<file path="config.mk">
export PLATFORM = sky130hd
export DESIGN_NAME = exp_port
export DESIGN_NICKNAME = d
export VERILOG_FILES = /design/src/core/exp_pkg.sv /design/src/core/exp_pad.sv /design/src/core/exp_port.sv
export SDC_FILE = /design/constraint.sdc
export NUM_CORES = 1
export LEC_CHECK = 0
export ABC_AREA = 1
export BUFFER_PORTS_ARGS = -buffer_cell sky130_fd_sc_hd__clkbuf_2
export CAP_MARGIN = 40
export CORE_MARGIN = 3
export CORE_UTILIZATION = 58
export CTS_BUF_LIST = sky130_fd_sc_hd__clkbuf_4 sky130_fd_sc_hd__clkbuf_8 sky130_fd_sc_hd__clkbuf_16
export DETAILED_ROUTE_END_ITERATION = 8
export GPL_TIMING_DRIVEN = 0
export PLACE_DENSITY = 0.83
export SLEW_MARGIN = 5
export SYNTH_ARGS = -nofsm -noshare
export SYNTH_HDL_FRONTEND = slang
export SYNTH_SLANG_ARGS = --single-unit
</file>
<file path="constraint.sdc">
create_clock -name clk_in -period 2.3 [get_ports clk_in]
set_input_delay 0.23 -clock clk_in [delete_from_list [all_inputs] [get_ports clk_in]]
set_output_delay 0.23 -clock clk_in [all_outputs]
set_load 0.005 [all_outputs]
</file>
<file path="src/core/exp_pkg.sv">
package exp_pkg;
	localparam int NUM_PINS = 14;
	localparam logic [7:0] ADDR_IN_LO = 8'h00;
	localparam logic [7:0] ADDR_IN_HI = 8'h01;
	localparam logic [7:0] ADDR_OUT_LO = 8'h02;
	localparam logic [7:0] ADDR_OUT_HI = 8'h03;
	localparam logic [7:0] ADDR_CFG_LO = 8'h06;
	localparam logic [7:0] ADDR_CFG_HI = 8'h07;
	localparam logic [7:0] ADDR_DRV_0 = 8'h40;
	localparam logic [7:0] ADDR_DRV_1 = 8'h41;
	localparam logic [7:0] ADDR_DRV_2 = 8'h42;
	localparam logic [7:0] ADDR_DRV_3 = 8'h43;
	localparam logic [7:0] ADDR_PE_LO = 8'h46;
	localparam logic [7:0] ADDR_PE_HI = 8'h47;
	localparam logic [7:0] ADDR_PS_LO = 8'h48;
	localparam logic [7:0] ADDR_PS_HI = 8'h49;
	localparam logic [7:0] ADDR_FIRST = 8'h00;
	localparam logic [7:0] ADDR_LAST = 8'h49;
	// Slave address base; the low two bits come from the address strap. Value is arbitrary.
	localparam logic [4:0] SLAVE_BASE = 5'h08;
	localparam logic [13:0] RST_OUT = 14'h0000;
	localparam logic [13:0] RST_CFG = 14'h3FFF;
	localparam logic [27:0] RST_DRV = 28'hFFF_FFFF;
	localparam logic [13:0] RST_PE = 14'h0000;
	localparam logic [13:0] RST_PS = 14'h0000;
	localparam logic [4:0] BIT_RW = 5'h07;
	localparam logic [4:0] BIT_REGADDR = 5'h0F;
	localparam logic [4:0] BIT_DATA_END = 5'h17;
	localparam logic [4:0] BIT_DATA_START = 5'h10;
	localparam logic [1:0] DRV_HALF = 2'h2;
	localparam logic [3:0] FING_NONE = 4'h0;
	localparam logic [3:0] FING_ONE = 4'h1;
	localparam logic [3:0] FING_TWO = 4'h3;
	localparam logic [3:0] FING_ALL = 4'hF;
	typedef enum logic [2:0] {
		ST_HDR = 3'b001,
		ST_WR = 3'b010,
		ST_RD = 3'b100
	} exp_state_t;
endpackage

</file>
<file path="src/core/exp_pad.sv">
`timescale 1ns/1ps
module exp_pad (
	// Clock and reset
	input wire logic clk_in,
	input wire logic reset_in,
	// Pin configuration
	input wire logic dir_in_in,
	input wire logic out_data_in,
	input wire logic [1:0] drive_code_in,
	input wire logic pull_en_in,
	input wire logic pull_sel_in,
	// Pad controls
	output logic pad_out,
	output logic pad_oe_n_out,
	output logic [3:0] finger_en_out,
	output logic pull_up_out,
	output logic pull_down_out
);
	logic [3:0] fing_nxt;
	logic [3:0] fing_r;
	logic oe_n_nxt;
	logic oe_n_r;
	logic dat_nxt;
	logic dat_r;
	logic pu_nxt;
	logic pu_r;
	logic pd_nxt;
	logic pd_r;

	// A code of 00 leaves no finger on, so the pin floats even when set as output.
	always_comb begin
		case (drive_code_in)
			2'h0: fing_nxt = exp_pkg::FING_NONE;
			2'h1: fing_nxt = exp_pkg::FING_ONE;
			exp_pkg::DRV_HALF: fing_nxt = exp_pkg::FING_TWO;
			default: fing_nxt = exp_pkg::FING_ALL;
		endcase
		oe_n_nxt = dir_in_in | (fing_nxt == exp_pkg::FING_NONE);
		dat_nxt = out_data_in;
		pu_nxt = pull_en_in & pull_sel_in;
		pd_nxt = pull_en_in & ~pull_sel_in;
	end

	always_ff @(posedge clk_in) begin
		if (reset_in) begin
			fing_r <= exp_pkg::FING_NONE;
			oe_n_r <= 1'b1;
			dat_r <= 1'b0;
			pu_r <= 1'b0;
			pd_r <= 1'b0;
		end else begin
			fing_r <= fing_nxt;
			oe_n_r <= oe_n_nxt;
			dat_r <= dat_nxt;
			pu_r <= pu_nxt;
			pd_r <= pd_nxt;
		end
	end

	assign finger_en_out = fing_r;
	assign pad_oe_n_out = oe_n_r;
	assign pad_out = dat_r;
	assign pull_up_out = pu_r;
	assign pull_down_out = pd_r;
endmodule

</file>
<file path="src/core/exp_port.sv">
`timescale 1ns/1ps
module exp_port (
	// Clock and reset
	input wire logic clk_in,
	input wire logic reset_in,
	// Serial bus
	input wire logic cs_n_in,
	input wire logic sclk_in,
	input wire logic sdin_in,
	output logic sdout_out,
	output logic sdout_oe_n_out,
	// Address strap
	input wire logic [1:0] addr_sel_in,
	// Port pins
	input wire logic [13:0] pad_in,
	output logic [13:0] pad_out,
	output logic [13:0] pad_oe_n_out,
	output logic [55:0] finger_en_out,
	output logic [13:0] pull_up_out,
	output logic [13:0] pull_down_out
);
	exp_pkg::exp_state_t st_r, st_nxt;
	logic sclk_r;
	logic [4:0] cnt_r, cnt_nxt;
	logic [6:0] sh_r, sh_nxt;
	logic [7:0] addr_r, addr_nxt;
	logic [7:0] tx_r, tx_nxt;
	logic sdo_r, sdo_nxt;
	logic oe_n_r, oe_n_nxt;
	logic [13:0] in_r;
	logic [13:0] out_r, out_nxt;
	logic [13:0] cfg_r, cfg_nxt;
	logic [27:0] drv_r, drv_nxt;
	logic [13:0] pe_r, pe_nxt;
	logic [13:0] ps_r, ps_nxt;
	logic rise;
	logic fall;
	logic [7:0] byte_in;
	logic [7:0] step_addr;

	function automatic logic addr_valid(input logic [7:0] a);
		case (a)
			exp_pkg::ADDR_IN_LO, exp_pkg::ADDR_IN_HI, exp_pkg::ADDR_OUT_LO, exp_pkg::ADDR_OUT_HI,
			exp_pkg::ADDR_CFG_LO, exp_pkg::ADDR_CFG_HI, exp_pkg::ADDR_DRV_0, exp_pkg::ADDR_DRV_1,
			exp_pkg::ADDR_DRV_2, exp_pkg::ADDR_DRV_3, exp_pkg::ADDR_PE_LO, exp_pkg::ADDR_PE_HI,
			exp_pkg::ADDR_PS_LO, exp_pkg::ADDR_PS_HI: addr_valid = 1'b1;
			default: addr_valid = 1'b0;
		endcase
	endfunction

	function automatic logic [7:0] rd_mux(input logic [7:0] a);
		case (a)
			exp_pkg::ADDR_IN_LO: rd_mux = in_r[7:0];
			exp_pkg::ADDR_IN_HI: rd_mux = {2'h0, in_r[13:8]};
			exp_pkg::ADDR_OUT_LO: rd_mux = out_r[7:0];
			exp_pkg::ADDR_OUT_HI: rd_mux = {2'h0, out_r[13:8]};
			exp_pkg::ADDR_CFG_LO: rd_mux = cfg_r[7:0];
			exp_pkg::ADDR_CFG_HI: rd_mux = {2'h0, cfg_r[13:8]};
			exp_pkg::ADDR_DRV_0: rd_mux = drv_r[7:0];
			exp_pkg::ADDR_DRV_1: rd_mux = drv_r[15:8];
			exp_pkg::ADDR_DRV_2: rd_mux = drv_r[23:16];
			exp_pkg::ADDR_DRV_3: rd_mux = {4'h0, drv_r[27:24]};
			exp_pkg::ADDR_PE_LO: rd_mux = pe_r[7:0];
			exp_pkg::ADDR_PE_HI: rd_mux = {2'h0, pe_r[13:8]};
			exp_pkg::ADDR_PS_LO: rd_mux = ps_r[7:0];
			exp_pkg::ADDR_PS_HI: rd_mux = {2'h0, ps_r[13:8]};
			default: rd_mux = 8'h00;
		endcase
	endfunction

	// Inputs are synchronous to clk_in, so one stored copy of the clock pin is enough for edges.
	assign rise = !cs_n_in && !sclk_r && sclk_in;
	assign fall = !cs_n_in && sclk_r && !sclk_in;
	assign byte_in = {sh_r, sdin_in};
	assign step_addr = (addr_r == exp_pkg::ADDR_LAST) ? exp_pkg::ADDR_FIRST : 8'(addr_r + 8'h01);

	always_comb begin
		st_nxt = st_r;
		cnt_nxt = cnt_r;
		sh_nxt = sh_r;
		addr_nxt = addr_r;
		tx_nxt = tx_r;
		sdo_nxt = sdo_r;
		oe_n_nxt = oe_n_r;
		out_nxt = out_r;
		cfg_nxt = cfg_r;
		drv_nxt = drv_r;
		pe_nxt = pe_r;
		ps_nxt = ps_r;
		if (cs_n_in) begin
			// Chip select high ends any burst; a partial write never reached a commit point.
			st_nxt = exp_pkg::ST_HDR;
			cnt_nxt = 5'h00;
			oe_n_nxt = 1'b1;
		end else if (rise) begin
			sh_nxt = byte_in[6:0];
			cnt_nxt = (cnt_r == exp_pkg::BIT_DATA_END) ? exp_pkg::BIT_DATA_START : 5'(cnt_r + 5'h01);
			if (cnt_r == exp_pkg::BIT_RW) begin
				if (sh_r != {exp_pkg::SLAVE_BASE, addr_sel_in}) begin
					st_nxt = exp_pkg::ST_HDR;
				end else if (sdin_in) begin
					st_nxt = exp_pkg::ST_RD;
				end else begin
					st_nxt = exp_pkg::ST_WR;
				end
			end
			if (cnt_r == exp_pkg::BIT_RW && sh_r != {exp_pkg::SLAVE_BASE, addr_sel_in}) begin
				// A frame for another slave is ignored until chip select rises.
				cnt_nxt = 5'h18;
			end else if (cnt_r > exp_pkg::BIT_DATA_END) begin
				cnt_nxt = cnt_r;
			end
			if (cnt_r == exp_pkg::BIT_REGADDR) begin
				addr_nxt = byte_in;
				tx_nxt = rd_mux(byte_in);
			end
			if (cnt_r == exp_pkg::BIT_DATA_END && st_r != exp_pkg::ST_HDR) begin
				addr_nxt = step_addr;
				tx_nxt = rd_mux(step_addr);
			end
			if (cnt_r == exp_pkg::BIT_DATA_END && st_r == exp_pkg::ST_WR) begin
				case (addr_r)
					exp_pkg::ADDR_OUT_LO: out_nxt[7:0] = byte_in;
					exp_pkg::ADDR_OUT_HI: out_nxt[13:8] = byte_in[5:0];
					exp_pkg::ADDR_CFG_LO: cfg_nxt[7:0] = byte_in;
					exp_pkg::ADDR_CFG_HI: cfg_nxt[13:8] = byte_in[5:0];
					exp_pkg::ADDR_DRV_0: drv_nxt[7:0] = byte_in;
					exp_pkg::ADDR_DRV_1: drv_nxt[15:8] = byte_in;
					exp_pkg::ADDR_DRV_2: drv_nxt[23:16] = byte_in;
					exp_pkg::ADDR_DRV_3: drv_nxt[27:24] = byte_in[3:0];
					exp_pkg::ADDR_PE_LO: pe_nxt[7:0] = byte_in;
					exp_pkg::ADDR_PE_HI: pe_nxt[13:8] = byte_in[5:0];
					exp_pkg::ADDR_PS_LO: ps_nxt[7:0] = byte_in;
					exp_pkg::ADDR_PS_HI: ps_nxt[13:8] = byte_in[5:0];
					default: ;
				endcase
			end
		end else if (fall && st_r == exp_pkg::ST_RD && cnt_r >= exp_pkg::BIT_DATA_START) begin
			// Read data leaves on falling edges so it is settled at the master's rising edge.
			sdo_nxt = tx_r[7];
			tx_nxt = {tx_r[6:0], 1'b0};
			oe_n_nxt = !addr_valid(addr_r);
		end
	end

	always_ff @(posedge clk_in) begin
		if (reset_in) begin
			st_r <= exp_pkg::ST_HDR;
			sclk_r <= 1'b0;
			cnt_r <= 5'h00;
			sh_r <= 7'h00;
			addr_r <= 8'h00;
			tx_r <= 8'h00;
			sdo_r <= 1'b0;
			oe_n_r <= 1'b1;
			in_r <= 14'h0000;
			out_r <= exp_pkg::RST_OUT;
			cfg_r <= exp_pkg::RST_CFG;
			drv_r <= exp_pkg::RST_DRV;
			pe_r <= exp_pkg::RST_PE;
			ps_r <= exp_pkg::RST_PS;
		end else begin
			st_r <= st_nxt;
			sclk_r <= sclk_in;
			cnt_r <= cnt_nxt;
			sh_r <= sh_nxt;
			addr_r <= addr_nxt;
			tx_r <= tx_nxt;
			sdo_r <= sdo_nxt;
			oe_n_r <= oe_n_nxt;
			in_r <= pad_in;
			out_r <= out_nxt;
			cfg_r <= cfg_nxt;
			drv_r <= drv_nxt;
			pe_r <= pe_nxt;
			ps_r <= ps_nxt;
		end
	end

	assign sdout_out = sdo_r;
	assign sdout_oe_n_out = oe_n_r;

	genvar gi;
	generate
		for (gi = 0; gi < exp_pkg::NUM_PINS; gi++) begin : g_pin
			exp_pad u_pad (
				.clk_in(clk_in),
				.reset_in(reset_in),
				.dir_in_in(cfg_r[gi]),
				.out_data_in(out_r[gi]),
				.drive_code_in(drv_r[2*gi +: 2]),
				.pull_en_in(pe_r[gi]),
				.pull_sel_in(ps_r[gi]),
				.pad_out(pad_out[gi]),
				.pad_oe_n_out(pad_oe_n_out[gi]),
				.finger_en_out(finger_en_out[4*gi +: 4]),
				.pull_up_out(pull_up_out[gi]),
				.pull_down_out(pull_down_out[gi])
			);
		end
	endgenerate
endmodule

</file>
==> impl_metrics.csv <==
group,metric,value,unit
outcome,outcome,"finished with violations",
outcome,violations,"negative hold slack, negative setup slack",
finish,multiInputGateArea,0.00466,sq mm
clock_tree,worstSkewPairLatency,540,ps
synth,synth.top_cells.by_area,"dfxtp_1, nand2_1, inv_1",
global_routing,grtUsageTotal,37.8,%
clock_tree,cts_tree,"built",
die,rows,48,
synth,synth-warning-count,0,
finish,antenna_cells,0,
drt,drtAntennaViolNets,0,
critical_path,critPathKind,"reg2reg",
drt,num_vias,10900,
global_routing,grt_max_degree,16,
sta,finalCritPeriodShare,108,%
synth,async_reset_ff_share,0,%
critical_path,required,2770,ps
drt,via_per_inst,5.93,
critical_path,arrival,2940,ps
synth,syn_nets,1418,
sta,worst_pin_slew,1000,ps
die,die-area,0.0195,sq mm
global_routing,grt_overflow,0,
critical_path,reg2reg_to,"tx_r[2]",
clock_tree,clk_path_buf_depth,3,
placement,gp_congestion,1.11,
hold_path,hold_end,"in_r[3]",
clock_tree,ctsRootBufferMaster,"clkbuf_16",
power_and_ir_drop,power_density,650,mW/mm^2
synth,synth-edff-count,0,
sta,setup_violations,12,
critical_path,cp_max_fo,10,
finish,area_growth,26.9,%
synth,ys_seq_area_share,44.4,%
sta,max_clock_freq,0.404,GHz
synth,synth_most_common_cell,"nand2_1",
hold_path,hold_path_class,"in2reg",
sta,skew,14.4,ps
clock_tree,path_clk_slew,60,ps
sta,whs,-0.996,ps
synth,syn_area,0.0104,sq mm
clock_tree,clock-sinks,230,
synth,synth_top_area_cell,"dfxtp_1",
sta,fin_ws,-176,ps
drt,routedWlPerCell,21.4,um
synth,yosysUniqueCellTypes,42,
clock_tree,h-tree-depth,1,
drt,drt_iter0_drc,1652,
sta,slew_headroom,32.7,%
synth,synth_common_cells,"nand2_1, dfxtp_1, inv_1, nor2_1, nand3_1",
critical_path,reg2reg_from,"addr_r[2]",
synth,ys_ff_latch,230,
finish,fillers,1325,
power_and_ir_drop,finalPower,0.00855,W
drt,drtPass1Iterations,6,
sta,fin_setup_tns,-1110,ps
die,io_pins,135,
global_routing,antenna_found_initial,2,
clock_tree,cts_buffers,24,
power_and_ir_drop,p_leak,6.35,nW
global_routing,grt_pass1_vias,9866,
synth,syn_area_per_cell,7.46,sq um
sta,post-route-min-period,2480,ps
hold_path,min_path_cells,3,
placement,place_hpwl,28300,um
critical_path,worstSetupStartpointType,"flop",
critical_path,endpoint_kind,"flop",
die,die_height,140,um
run,drv_cap,0,
die,initial_utilization,59.6,%
critical_path,rrSetupSlack,-180,ps
critical_path,r2r_cells,18,
synth,netlist_instances,1391,
synth,synth_top_cell_area_share,44.4,%
hold_path,holdCritStartpoint,"pad_in[3]",
finish,nets,1630,
die,die_x,140,um
global_routing,grt_pass1_wl,57100,um
die,core_area,0.0174,sq mm
drt,drc_errors,0,
power_and_ir_drop,vdd_drop_max,569,uV
sta,hold_violations,1,
synth,synth-main-ff-cell,"dfxtp_1",
placement,portBuffers,134,
drt,wl,39500,um
sta,slew_violations,0,
finish,final_layout_size_suffix_gt1_share,27.6,%
sta,rsz0062_at_grt,"true",
finish,ff_latch_area,0.00462,sq mm
## cell families after synthesis
kind of cell    share of synthesized area [%]
simple gates                             25.9
buf+inv                                  14.5
compound gates                           14.5
flops                                    44.4
fa+ha+maj                               0.724
## flip-flops by register name, summed over array words and instances, names as in the netlist, 7 cells and up
register and count:
ps_r 14, g_pin.u_pad.pad_out 14, in_r 14, sh_r 7, drv_r 28, addr_r 8
g_pin.u_pad.pull_up_out 14, tx_r 8, pe_r 14, g_pin.u_pad.pad_oe_n_out 14, g_pin.u_pad.finger_en_out 42, cfg_r 14
g_pin.u_pad.pull_down_out 14, out_r 14
## repair_timing
item | CTS | global route
gates resized for setup | 89 | 75
endpoints found under the hold margin | 14 | 0
cloned | 2 | 0
buffers inserted | 23 | 17
hold buffers | 14 | 0
pin swaps | 21 | 33
endpoints found under the setup margin | 42 | 81
## through the flow
| stage | instances | util [%] | hold slack, ps | instance area [sq um] | setup WS, ps |
|---|---|---|---|---|---|
| 6_report | 1844 | 75.6 | -0.996 | 13200 | -176 |
| 5_1_grt | 1844 | 75.6 | 7.29 | 13200 | -288 |
| 4_1_cts | 1830 | 73.4 | 4.66 | 12800 | -43.7 |
| 3_5_place_dp | 1752 | 65.1 | 426 | 11300 | -483 |
| 3_3_place_gp | 1750 | 65.0 | 424 | 11300 | -524 |
| 2_1_floorplan | 1391 | - | 337 | 10400 | 212 |
## worst max path at each step
stage,from,endpoint,slack (ps),cells after the start
after detailed placement,addr_r[1],tx_r[2],-480,18
after floorplan,addr_r[0],tx_r[1],210,15
final,addr_r[2],tx_r[2],-180,18
after global placement,addr_r[1],tx_r[3],-520,18
after global routing,addr_r[4],tx_r[3],-290,19
after CTS,addr_r[1],tx_r[2],-40,21
## power breakdown
part	internal (W)	switching, W
combinational	0.000163	0.000332
sequential	0.00404	0.0000429
clock	0.00230	0.00167
## cell type report
| cell class | count | share of cell area (%) |
|---|---|---|
| repair buffers | 190 | 9.20 |
| well taps | 225 | 2.14 |
| clock inverters | 12 | 1.04 |
| flip-flops and latches | 230 | 35.1 |
| multi-input cells | 850 | 35.4 |
| inverters | 175 | 5.05 |
| clock buffers | 30 | 5.10 |
| plain buffers | 132 | 6.96 |
## per-layer routing
layer | global-route usage, % | up-vias | part of all wire [%]
met3 | 10.1 | 190 | 14
met5 | 0 | - | 0.076
met4 | 15.4 | 4 | 5.8
met2 | 57.8 | 820 | 43
li1 | - | 4937 | -
met1 | 50.9 | 4975 | 38
## worst max-delay path: stages (launching register included)
cell and delay (ps):
dfxtp_1 350, buf_6 150, nand2_1 70, nor2_2 150, nand3_1 160, nand2_1 130, nand2_2 110, nor2_4 240
buf_6 210, nand3_1 110, nand2_2 130, inv_1 70, nand2_1 60, nor2_1 50, nand2_2 60, nand2_1 50
nand2_1 110, nand2_1 70, a21oi_2 110
## cell usage in the layout, fill, tap and decap left out, types with 6 or more instances in the layout
cell type and count:
dfxtp_1 224, nand2_1 211, inv_1 156, nor2_1 150, clkbuf_2 135, buf_4 101
nand3_1 98, nor3_1 52, a21oi_1 50, o211ai_1 44, a211oi_1 40, o22ai_1 34
clkbuf_1 31, o21ai_0 31, nand2_2 28, clkbuf_16 24, buf_6 16, nor2_4 15
inv_2 14, dlygate4sd3_1 14, nor2_2 11, nand4_1 11, nand3_2 9, buf_2 8
clkbuf_4 7, o21ai_1 7, or2_2 7, a221oi_1 7, a21oi_2 6
Note: power is estimated with default switching activity, not from simulation.
